<file path="src/tpo_consts.svh">
// Register offsets, field positions and reset values for the option control block
`ifndef TPO_CONSTS_SVH
`define TPO_CONSTS_SVH
`define TPO_ADDR_BANK1      9'h081
`define TPO_ADDR_BANK3      9'h181
`define TPO_OPT_RESET       8'hFF
`define TPO_BIT_PULLUP_N    7
`define TPO_BIT_IRQ_EDGE    6
`define TPO_BIT_CLK_SRC     5
`define TPO_BIT_T0_EDGE     4
`define TPO_BIT_ASSIGN      3
`define TPO_RATE_MSB        2
`define TPO_RATE_LSB        0
`define TPO_PRESC_W         8
`define TPO_PRESC_ZERO      8'h00
`endif

</file>
<file path="src/tpo_pkg.sv">
// Types shared by the option control block
package tpo_pkg;
    typedef struct packed {
        logic       port_pullup_disable_n;
        logic       ext_irq_edge_select;
        logic       timer_zero_clock_source;
        logic       timer_zero_edge_select;
        logic       prescaler_assignment;
        logic [2:0] prescale_rate_code;
    } tpo_option_t;

    typedef struct packed {
        logic [7:0] count;
        logic       tick;
    } tpo_presc_state_t;

    typedef struct packed {
        tpo_option_t opt;
        logic        t0_s1;
        logic        t0_s2;
        logic        t0_prev;
        logic        irq_s1;
        logic        irq_s2;
        logic        irq_prev;
        logic        irq_flag;
        logic [7:0]  timer_zero_count;
        logic        t0_overflow;
    } tpo_state_t;
endpackage : tpo_pkg

</file>
<file path="src/tpo_option_ctrl.sv">
// Timer0 / watchdog prescaler option control register with its datapath
`timescale 1ns/100ps
`include "tpo_consts.svh"
module tpo_option_ctrl (
    input  wire logic       clk_sys,
    input  wire logic       rst,
    input  wire logic [8:0] bus_addr,
    input  wire logic       bus_wr,
    input  wire logic [7:0] bus_wdata,
    output logic      [7:0] bus_rdata,
    output logic            bus_hit,
    input  wire logic       instruction_cycle_clock,
    input  wire logic       timer_ext_clock_pin,
    input  wire logic       ext_irq_pin,
    input  wire logic       watchdog_clock_tick,
    input  wire logic       ext_irq_flag_clear,
    input  wire logic [7:0] second_io_port_latch,
    output logic      [7:0] second_io_port_pullup_en,
    output logic            ext_irq_flag,
    output logic      [7:0] timer_zero_count,
    output logic            timer_zero_overflow,
    output logic            watchdog_timeout_tick,
    output tpo_pkg::tpo_option_t option_out
);
    tpo_pkg::tpo_state_t s_q;
    tpo_pkg::tpo_state_t s_d;
    logic presc_in;
    logic presc_out;
    logic presc_clr;
    logic t0_src_pulse;
    logic t0_ext_edge;
    logic irq_edge;
    logic opt_wr;

    function automatic logic addr_match(input logic [8:0] a);
        addr_match = (a == `TPO_ADDR_BANK1) || (a == `TPO_ADDR_BANK3);
    endfunction : addr_match

    assign opt_wr = bus_wr && addr_match(bus_addr);
    // Assignment or rate rewrite restarts the divider from zero
    assign presc_clr = opt_wr;

    // Bit 4 high counts falling pin edges, low counts rising
    assign t0_ext_edge = s_q.opt.timer_zero_edge_select ?
                         (s_q.t0_prev && !s_q.t0_s2) :
                         (!s_q.t0_prev && s_q.t0_s2);
    assign t0_src_pulse = s_q.opt.timer_zero_clock_source ?
                          t0_ext_edge : instruction_cycle_clock;
    assign irq_edge = s_q.opt.ext_irq_edge_select ?
                      (!s_q.irq_prev && s_q.irq_s2) :
                      (s_q.irq_prev && !s_q.irq_s2);

    // Divider input follows the assignment bit, so a change acts from the next input pulse
    assign presc_in = s_q.opt.prescaler_assignment ?
                      watchdog_clock_tick : t0_src_pulse;

    // Watchdog side taps one stage lower: 1:1 at code 000 by bypass there
    tpo_prescaler #(
        .W (`TPO_PRESC_W)
    ) u_presc (
        .clk_sys   (clk_sys),
        .rst       (rst),
        .clr       (presc_clr),
        .in_pulse  (presc_in),
        .tap       (s_q.opt.prescaler_assignment ?
                    s_q.opt.prescale_rate_code - 3'h1 : s_q.opt.prescale_rate_code),
        .bypass    (s_q.opt.prescaler_assignment &&
                    (s_q.opt.prescale_rate_code == 3'h0)),
        .out_pulse (presc_out)
    );

    always_comb begin
        s_d             = s_q;
        s_d.t0_s1       = timer_ext_clock_pin;
        s_d.t0_s2       = s_q.t0_s1;
        s_d.t0_prev     = s_q.t0_s2;
        s_d.irq_s1      = ext_irq_pin;
        s_d.irq_s2      = s_q.irq_s1;
        s_d.irq_prev    = s_q.irq_s2;
        s_d.t0_overflow = 1'b0;
        if (opt_wr) begin
            s_d.opt = tpo_pkg::tpo_option_t'(bus_wdata);
        end
        // Undivided path when the divider belongs to the watchdog
        if (s_q.opt.prescaler_assignment ? t0_src_pulse : presc_out) begin
            s_d.timer_zero_count = s_q.timer_zero_count + 8'h01;
            s_d.t0_overflow      = (s_q.timer_zero_count == 8'hFF);
        end
        // Set wins over a simultaneous clear
        if (irq_edge) begin
            s_d.irq_flag = 1'b1;
        end else if (ext_irq_flag_clear) begin
            s_d.irq_flag = 1'b0;
        end
    end

    always_ff @(posedge clk_sys) begin
        if (rst) begin
            s_q     <= '0;
            s_q.opt <= `TPO_OPT_RESET;
        end else begin
            s_q <= s_d;
        end
    end

    assign bus_hit   = addr_match(bus_addr);
    assign bus_rdata = bus_hit ? 8'(s_q.opt) : 8'h00;
    assign second_io_port_pullup_en = s_q.opt.port_pullup_disable_n ?
                                      8'h00 : ~second_io_port_latch;
    assign ext_irq_flag          = s_q.irq_flag;
    assign timer_zero_count      = s_q.timer_zero_count;
    assign timer_zero_overflow   = s_q.t0_overflow;
    assign watchdog_timeout_tick = s_q.opt.prescaler_assignment ? presc_out
                                   : watchdog_clock_tick;
    assign option_out            = s_q.opt;

    // Register access
    a_opt_write_both: assert property (@(posedge clk_sys) disable iff (rst)
        opt_wr |=> 8'(s_q.opt) == $past(bus_wdata))
        else $error("option write lost");
    a_opt_refused: assert property (@(posedge clk_sys) disable iff (rst)
        (bus_wr && !bus_hit) |=> $stable(s_q.opt))
        else $error("option changed by foreign write");
    a_opt_reset: assert property (@(posedge clk_sys)
        rst |=> 8'(s_q.opt) == `TPO_OPT_RESET)
        else $error("option reset value wrong");

    // Port pull-ups
    a_pullup_off: assert property (@(posedge clk_sys) disable iff (rst)
        s_q.opt.port_pullup_disable_n |-> second_io_port_pullup_en == 8'h00)
        else $error("pull-ups active while disabled");
    a_pullup_on: assert property (@(posedge clk_sys) disable iff (rst)
        !s_q.opt.port_pullup_disable_n |->
        second_io_port_pullup_en == ~second_io_port_latch)
        else $error("pull-ups not following latches");

    // External interrupt flag
    a_irq_rise: assert property (@(posedge clk_sys) disable iff (rst)
        (s_q.opt.ext_irq_edge_select && $rose(s_q.irq_s2)) |=> ext_irq_flag)
        else $error("rising edge missed");
    a_irq_fall: assert property (@(posedge clk_sys) disable iff (rst)
        (!s_q.opt.ext_irq_edge_select && $fell(s_q.irq_s2)) |=> ext_irq_flag)
        else $error("falling edge missed");
    a_irq_sets: assert property (@(posedge clk_sys) disable iff (rst)
        irq_edge |=> ext_irq_flag)
        else $error("irq flag not set");
    a_irq_no_spurious: assert property (@(posedge clk_sys) disable iff (rst)
        (!ext_irq_flag && !irq_edge) |=> !ext_irq_flag)
        else $error("irq flag set without edge");
    a_irq_clear: assert property (@(posedge clk_sys) disable iff (rst)
        (ext_irq_flag_clear && !irq_edge) |=> !ext_irq_flag)
        else $error("irq flag not cleared");

    // Timer0 count
    a_t0_internal: assert property (@(posedge clk_sys) disable iff (rst)
        (!s_q.opt.timer_zero_clock_source && s_q.opt.prescaler_assignment &&
         !instruction_cycle_clock) |=> $stable(timer_zero_count))
        else $error("count moved without instruction clock");
    a_t0_external: assert property (@(posedge clk_sys) disable iff (rst)
        (s_q.opt.timer_zero_clock_source && s_q.opt.prescaler_assignment &&
         !t0_ext_edge) |=> $stable(timer_zero_count))
        else $error("count moved without pin edge");
    a_t0_edge_sel: assert property (@(posedge clk_sys) disable iff (rst)
        (s_q.opt.timer_zero_clock_source && s_q.opt.timer_zero_edge_select &&
         $fell(s_q.t0_s2)) |-> t0_src_pulse)
        else $error("pin edge missed");
    a_t0_bypass: assert property (@(posedge clk_sys) disable iff (rst)
        (s_q.opt.prescaler_assignment && t0_src_pulse) |=>
        timer_zero_count == $past(timer_zero_count) + 8'h01)
        else $error("undivided count failed");
    a_t0_divided: assert property (@(posedge clk_sys) disable iff (rst)
        (!s_q.opt.prescaler_assignment && !presc_out) |=> $stable(timer_zero_count))
        else $error("count moved without prescaler output");
    a_ovf_wrap: assert property (@(posedge clk_sys) disable iff (rst)
        timer_zero_overflow |-> timer_zero_count == 8'h00)
        else $error("overflow without wrap");
    a_ovf_pulse: assert property (@(posedge clk_sys) disable iff (rst)
        timer_zero_overflow |=> !timer_zero_overflow)
        else $error("overflow pulse too long");

    // Shared prescaler
    a_presc_route: assert property (@(posedge clk_sys) disable iff (rst)
        (!s_q.opt.prescaler_assignment && !t0_src_pulse) |=> !presc_out)
        else $error("watchdog tick reached timer divider");
    a_presc_hold: assert property (@(posedge clk_sys) disable iff (rst)
        (!presc_in && !presc_clr) |=> $stable(u_presc.s_q.count))
        else $error("divider moved without input");
    a_div2_min: assert property (@(posedge clk_sys) disable iff (rst)
        (!s_q.opt.prescaler_assignment && presc_out) |=> !presc_out)
        else $error("timer divider too fast");
    a_wd_unity: assert property (@(posedge clk_sys) disable iff (rst)
        (s_q.opt.prescaler_assignment && s_q.opt.prescale_rate_code == 3'h0 &&
         watchdog_clock_tick && !opt_wr) |=> watchdog_timeout_tick)
        else $error("watchdog 1:1 tick lost");
    a_wd_divided: assert property (@(posedge clk_sys) disable iff (rst)
        (s_q.opt.prescaler_assignment && s_q.opt.prescale_rate_code != 3'h0 &&
         watchdog_timeout_tick && !opt_wr) |=> !watchdog_timeout_tick)
        else $error("watchdog divider too fast");
    a_presc_clear: assert property (@(posedge clk_sys) disable iff (rst)
        opt_wr |=> u_presc.s_q.count == `TPO_PRESC_ZERO)
        else $error("prescaler not cleared");

    // Scenarios the bench should reach
    c_write: cover property (@(posedge clk_sys) opt_wr);
    c_overflow: cover property (@(posedge clk_sys) timer_zero_overflow);
    c_irq: cover property (@(posedge clk_sys) irq_edge && ext_irq_flag_clear);
    c_wd_tick: cover property (@(posedge clk_sys)
        s_q.opt.prescaler_assignment && watchdog_timeout_tick);
    c_ext_count: cover property (@(posedge clk_sys)
        s_q.opt.timer_zero_clock_source && t0_ext_edge);
endmodule : tpo_option_ctrl

</file>
<file path="src/tpo_prescaler.sv">
// Shared 8-bit ripple-style prescaler with selectable tap
`timescale 1ns/100ps
`include "tpo_consts.svh"
module tpo_prescaler #(
    parameter int W = `TPO_PRESC_W
) (
    input  wire logic       clk_sys,
    input  wire logic       rst,
    input  wire logic       clr,
    input  wire logic       in_pulse,
    input  wire logic [2:0] tap,
    input  wire logic       bypass,
    output logic            out_pulse
);
    tpo_pkg::tpo_presc_state_t s_q;
    tpo_pkg::tpo_presc_state_t s_d;
    logic [W-1:0] nxt;

    // Output pulses when the tapped bit carries, giving 1:2^(tap+1)
    function automatic logic carry_at(input logic [W-1:0] c, input logic [2:0] t);
        logic [W-1:0] m;
        // Widen before adding so tap 7 shifts by 8 instead of wrapping to 0
        m = (W'(1) << ({1'b0, t} + 4'h1)) - W'(1);
        carry_at = ((c & m) == m);
    endfunction : carry_at

    always_comb begin
        s_d      = s_q;
        s_d.tick = 1'b0;
        nxt      = s_q.count;
        if (clr) begin
            s_d.count = `TPO_PRESC_ZERO;
        end else if (in_pulse) begin
            if (bypass) begin
                s_d.tick = 1'b1;
            end else begin
                s_d.tick  = carry_at(s_q.count, tap);
                nxt       = s_q.count + W'(1);
                s_d.count = nxt;
            end
        end
    end

    always_ff @(posedge clk_sys) begin
        if (rst) begin
            s_q <= '0;
        end else begin
            s_q <= s_d;
        end
    end

    assign out_pulse = s_q.tick;
endmodule : tpo_prescaler
</file>
<file path="config.mk">
export PLATFORM = sky130hd
export DESIGN_NAME = tpo_option_ctrl
export DESIGN_NICKNAME = d
export VERILOG_FILES = /design/src/tpo_pkg.sv /design/src/tpo_option_ctrl.sv /design/src/tpo_prescaler.sv
export VERILOG_INCLUDE_DIRS = /design/src
export SDC_FILE = /design/constraint.sdc
export NUM_CORES = 1
export LEC_CHECK = 0
export BUFFER_PORTS_ARGS = -buffer_cell sky130_fd_sc_hd__buf_2
export CAP_MARGIN = 10
export CELL_PAD_IN_SITES_DETAIL_PLACEMENT = 0
export CELL_PAD_IN_SITES_GLOBAL_PLACEMENT = 1
export CORE_UTILIZATION = 36
export DETAILED_ROUTE_END_ITERATION = 10
export GPL_ROUTABILITY_DRIVEN = 0
export PLACE_DENSITY_LB_ADDON = 0.1
export SLEW_MARGIN = 5
export SYNTH_ARGS = -nofsm -noshare
export SYNTH_HDL_FRONTEND = slang
export SYNTH_SLANG_ARGS = --single-unit
</file>
<file path="constraint.sdc">
create_clock -name clk_sys -period 2.7 [get_ports clk_sys]
set_input_delay 0.81 -clock clk_sys [delete_from_list [all_inputs] [get_ports clk_sys]]
set_output_delay 0.81 -clock clk_sys [all_outputs]
set_load 0.02 [all_outputs]
</file>
==> impl_metrics.tcl, run 1 <==
set metrics [dict create \
    cp-startpoint "bus_addr[6]" \
    start_util_pct 38.2 \
    wl_per_cell_um 13.0 \
    hold_viol 0 \
    clock_power_share_pct 39.2 \
    path_max_fanout 10 \
    arrival_ns 1.81 \
    fin_skew_ns 0.00568 \
    overflow 0 \
    syn_nets 270 \
    postPlaceCellArea_sq_um 2300 \
    leakage_uw 0.00113 \
    clock-sinks 33 \
    dp_hpwl_mm 3.36 \
    viasPerCell 4.89 \
    setup-violations-final 0 \
    outcome "completed" \
    rsz0062_at_grt "true" \
    post_cts_buffers 0 \
    placed_cells 349 \
    grt_pass1_wl_mm 7.92 \
    cts.clk_slew.worst_paths_ns 0.06 \
    cp_num_cells 6 \
    ant_nets 0 \
    startpoint_type "input pin" \
    nets 324 \
    reg2reg_depth 10 \
    avgSynthCellArea_sq_um 8.57 \
    clock_tree.buffer_depth 2 \
    regArea_sq_um 661 \
    port_buffers 67 \
    synth_edf_count 0 \
    die_area_sq_um 5820 \
    switching_share_pct 22.2 \
    cts_made_buffers 5 \
    worstReg2RegStart "option_out[0]" \
    tns_ns 0 \
    drt_iter0_markers 113 \
    crit_end "bus_rdata[6]" \
    core_sq_um 5200 \
    critical-path-top-delay-family "simple AND/OR/NAND/NOR gates" \
    yosysWarnings 0 \
    drt_first_pass_iters 4 \
    die_y_um 76.3 \
    layout_common_cells "buf_2, nor2_1, dfxtp_1, and3_1, xor2_1" \
    htree_levels 2 \
    pwr_density_cell_nw_per_um2 383 \
    synth.distinct_cells 53 \
    maxCapViolCount 0 \
    drive_gt1_share_pct 32.9 \
    min_period_over_period_pct 97.0 \
    cts_resized 0 \
    grt_max_degree 27 \
    syn_inst 232 \
    synth_seq_area_share_pct 33.2 \
    r2r_slack_ns 0.21 \
    routed_wl_mm 4.63 \
    max_freq_ghz 0.382 \
    grt_use_total_pct 16.9 \
    worstSetupEndpointType "output pin" \
    die_w_um 76.3 \
    tightestPinTransition_ns 0.465 \
    switchingPower_uw 209 \
    syn_to_final_growth_pct 23.7 \
    n_antenna_cell 0 \
    multi_input_area_sq_um 1140 \
    syn-cell-area_sq_um 1990 \
    final_core_util_pct 47.2 \
    ys_dominant_reg_cell "dfxtp_1" \
    relSlewSlack_pct 68.2 \
    antenna_found_initial 0 \
    worst-path-buf-inv 3 \
    grt_pass1_vias 1653 \
    stdcell_count 356 \
    worstPathRequired_ns 1.89 \
    holdBufCountCts 0 \
    rows 26 \
    clk_latency_ns 0.28 \
    cp_common_cell "buf_6" \
    root_buffer "clkbuf_8" \
    combPwrFrac_pct 7.3 \
    synthArstFlopShare_pct 0 \
    max_stage_delay_ns 0.27 \
    drt_drc_violations_left 0 \
    fin_crit_ns 2.62 \
    hp-class "reg2reg" \
    ios 69 \
    fill_cells 547 \
    timing.hold.ws_ns 0.437 \
    yosys_register_bits 33 \
    peakVddDrop_mv 0.221 \
    fin_area_sq_um 2460 \
    maxSlewViolCount 0 \
    path_cells "buf_2 -> nor4b_2 -> and4b_1 -> buf_6 -> and2_1 -> buf_6" \
    cpMaxStageDelayCell "and4b_1" \
    num_vias 1741 \
    crit_type "in2out" \
    intPower_uw 732 \
    pwr-share-seq_pct 53.5 \
    r2r-end "u_presc.out_pulse" \
    mostFrequentLayoutCell "buf_2" \
    cts_tree "built" \
]
==> cell type report <==
cell class	instances	area share (%)
multi-input combinational	163	46.3
sequential	33	26.9
timing repair buffer	76	18.7
tap	70	3.56
clock buffer	7	3.51
inverter	7	1.07
==> worst min path at each step <==
stage | start | end | slack, ns | cells past startpoint
final | s_d[14] | s_d[13] | 0.44 | 1
after global routing | s_d[11] | s_d[10] | 0.46 | 1
after CTS | s_d[11] | s_d[10] | 0.44 | 1
after detailed placement | s_d[14] | s_d[13] | 0.42 | 1
after global placement | s_d[14] | s_d[13] | 0.41 | 1
after floorplan | s_d[11] | s_d[10] | 0.41 | 1
==> kinds of logic after synthesis <==
kind of cell    share of synthesized area, %
flops                                   33.2
xor+xnor                                6.61
buf+inv                                 10.3
other cells                            0.189
fa+ha+maj                               3.15
mux                                     1.57
compound gates                          19.4
simple gates                            25.6
==> per-stage QoR <==
step	worst slack (ns)	total power (uW)
4_1_cts	0.0201	957
5_1_grt	-0.0179	985
6_report	0.0813	941
2_1_floorplan	0.0163	549
3_5_place_dp	0.0228	582
3_3_place_gp	0.0251	582
==> routing by layer <==
layer / vias up / share of wire [%] / wire [um] / GRT usage [%]
met4: 0 / 1.5 / 69 / 7.50
met3: 5 / 3.0 / 140 / 3.35
met5: - / 0 / 0 / 0
met2: 20 / 47 / 2190 / 27.8
met1: 801 / 48 / 2220 / 21.1
li1: 915 / - / - / -
==> power by group through the flow <==
stage                     clock network, uW  logic [uW]  registers, uW
after floorplan                           0        37.3            512
after global placement                    0        67.6            514
after detailed placement                  0        68.3            514
after CTS                               386        68.4            503
after global routing                    402        79.0            504
final                                   369        68.7            503
==> registers in the layout (all words and copies together), names as in the netlist <==
name,flops
option_out,8
timer_zero_count,8
u_presc.s_q,8
s_d,4
s_q,2
ext_irq_flag,1
timer_zero_overflow,1
u_presc.out_pulse,1
==> cells in the mapped netlist, types with 6 or more instances <==
| library cell | count | area share, % |
|---|---|---|
| nor2b_1 | 9 | 2.8 |
| xor2_1 | 12 | 5.3 |
| dfxtp_1 | 33 | 33 |
| o21ai_0 | 6 | 1.5 |
| a211o_1 | 8 | 3.5 |
| nand2_1 | 7 | 1.3 |
| buf_4 | 17 | 6.4 |
| clkbuf_1 | 7 | 1.3 |
| nor2_1 | 34 | 6.4 |
| o2111ai_1 | 8 | 3.5 |
| inv_1 | 7 | 1.3 |
| and3_1 | 14 | 4.4 |
| and2_1 | 8 | 2.5 |
Power figures use the tool's default switching activity.
==> run 2: changes to the inputs <==
--- a/config.mk
+++ b/config.mk
@@ -10,7 +10,7 @@
 export CAP_MARGIN = 10
 export CELL_PAD_IN_SITES_DETAIL_PLACEMENT = 0
 export CELL_PAD_IN_SITES_GLOBAL_PLACEMENT = 1
-export CORE_UTILIZATION = 36
+export CORE_UTILIZATION = 39
 export DETAILED_ROUTE_END_ITERATION = 10
 export GPL_ROUTABILITY_DRIVEN = 0
 export PLACE_DENSITY_LB_ADDON = 0.1
==> constraint.sdc (replaced) <==
create_clock -name clk_sys -period 3.1 [get_ports clk_sys]
set_input_delay 0.93 -clock clk_sys [delete_from_list [all_inputs] [get_ports clk_sys]]
set_output_delay 0.93 -clock clk_sys [all_outputs]
set_load 0.02 [all_outputs]
==> run 2 against run 1 <==
Worst hold slack worse by 0.00092 ns. Via count down 1.1%. Critical path depth unchanged. Sequential power down 13%. Non-clock buffer count down 3. Routed wire length down 8.6%. Combinational power down 17%. Critical endpoint is now bus_rdata[1]. Largest cell class unchanged.
==> impl_metrics.tcl, run 2 (synthesis results as in run 1) <==
set metrics [dict create \
    outcome "completed" \
    fin_skew_ns 0.00381 \
    peakVddDrop_mv 0.279 \
    post-place-ws_ns 0.169 \
    startpoint_type "input pin" \
    mostFrequentLayoutCell "buf_2" \
    hp-class "reg2reg" \
    worstPathRequired_ns 2.17 \
    rows 25 \
    r2r-end "u_presc.out_pulse" \
    placed_cells 343 \
    layout_common_cells "buf_2, nor2_1, dfxtp_1, and3_1, xor2_1" \
    clk_latency_ns 0.27 \
    routed_wl_mm 4.23 \
    multi_input_area_sq_um 1120 \
    post_cts_buffers 0 \
    cts.clk_slew.worst_paths_ns 0.06 \
    cts_tree "built" \
    ios 69 \
    port_buffers 67 \
    num_vias 1721 \
    drt_iter0_markers 79 \
    pwr_density_cell_nw_per_um2 344 \
    antenna_found_initial 0 \
    fill_cells 504 \
    timing.hold.ws_ns 0.436 \
    drive_gt1_share_pct 30.7 \
    crit_type "in2out" \
    core_sq_um 4820 \
    path_max_fanout 12 \
    tns_ns 0 \
    cts_resized 0 \
    hold_viol 0 \
    overflow 0 \
    root_buffer "clkbuf_8" \
    r2r_slack_ns 0.55 \
    setup_ws_ns 0.179 \
    regArea_sq_um 661 \
    grt_max_degree 26 \
    syn_to_final_growth_pct 18.8 \
    maxCapViolCount 0 \
    die_area_sq_um 5390 \
    grt_pass1_vias 1576 \
    viasPerCell 4.92 \
    reg2reg_depth 10 \
    min_period_over_period_pct 94.2 \
    n_antenna_cell 0 \
    die_y_um 73.4 \
    setup-violations-final 0 \
    worstSetupEndpointType "output pin" \
    leakage_uw 0.00111 \
    max_freq_ghz 0.342 \
    grt_pass1_wl_mm 7.18 \
    tightestPinTransition_ns 0.474 \
    fin_crit_ns 2.92 \
    drt_drc_violations_left 0 \
    relSlewSlack_pct 67.6 \
    die_w_um 73.4 \
    crit_end "bus_rdata[1]" \
    holdBufCountCts 0 \
    maxSlewViolCount 0 \
    dp_hpwl_mm 3.13 \
    arrival_ns 1.99 \
    clock-sinks 33 \
    final_core_util_pct 49.0 \
    grt_use_total_pct 17.2 \
    rsz0062_at_grt "false" \
    ant_nets 0 \
    clock_tree.buffer_depth 2 \
    nets 321 \
    cts_made_buffers 5 \
    cp-startpoint "bus_addr[5]" \
    worstReg2RegStart "option_out[0]" \
    start_util_pct 41.3 \
    wl_per_cell_um 12.1 \
    stdcell_count 350 \
    htree_levels 2 \
    drt_first_pass_iters 4 \
]
[run 2: cell types whose count changed in the layout (fill, tap and decap cells not counted)]
cell,previous run,this run
and2_1,5,8
and2_4,3,0
buf_2,59,67
buf_4,7,6
buf_6,10,0
nor4b_1,1,2
nor4b_2,1,0
[run 2: final cells by class]
| class | count | area share (%) |
|---|---|---|
| Clock buffer | 7 | 3.66 |
| Timing Repair Buffer | 73 | 16.1 |
| Sequential cell | 33 | 28.0 |
| Tap cell | 67 | 3.55 |
| Multi-Input combinational cell | 163 | 47.6 |
| Inverter | 7 | 1.11 |
[run 2: stage by stage]
step | power, uW | area (sq um)
3_3_place_gp | 505 | 2270
3_5_place_dp | 506 | 2270
6_report | 812 | 2360
4_1_cts | 827 | 2360
5_1_grt | 853 | 2360
2_1_floorplan | 478 | 1990
[run 2: routing by layer]
metal  vias up  part of all wire, %  GRT usage [%]
met2        27                   48           29.3
met5         -                    0              0
met3         5                  3.4           3.29
met1       782                   47           21.5
met4         0                  1.2           6.41
li1        907                    -              -
[run 2: worst min path at each step]
stage	start	endpoint	slack (ns)	depth (start not counted)
floorplan	s_d[11]	s_d[10]	0.41	1
global placement	s_d[14]	s_d[13]	0.42	1
detailed placement	s_d[14]	s_d[13]	0.43	1
CTS	s_d[11]	s_d[10]	0.44	1
global route	s_d[14]	s_d[13]	0.46	1
finish	s_d[14]	s_d[13]	0.44	1
[run 2: critical path: stages]
cell     delay [ns]
buf_2          0.10
nor4b_1        0.26
and4b_1        0.25
buf_4          0.17
and2_1         0.13
buf_2          0.15
[run 2: where the power goes]
| group | internal, uW | switching [uW] | total (uW) |
|---|---|---|---|
| combinational | 28.5 | 28.4 | 56.9 |
| clock | 176 | 141 | 316 |
| sequential | 431 | 7.04 | 438 |
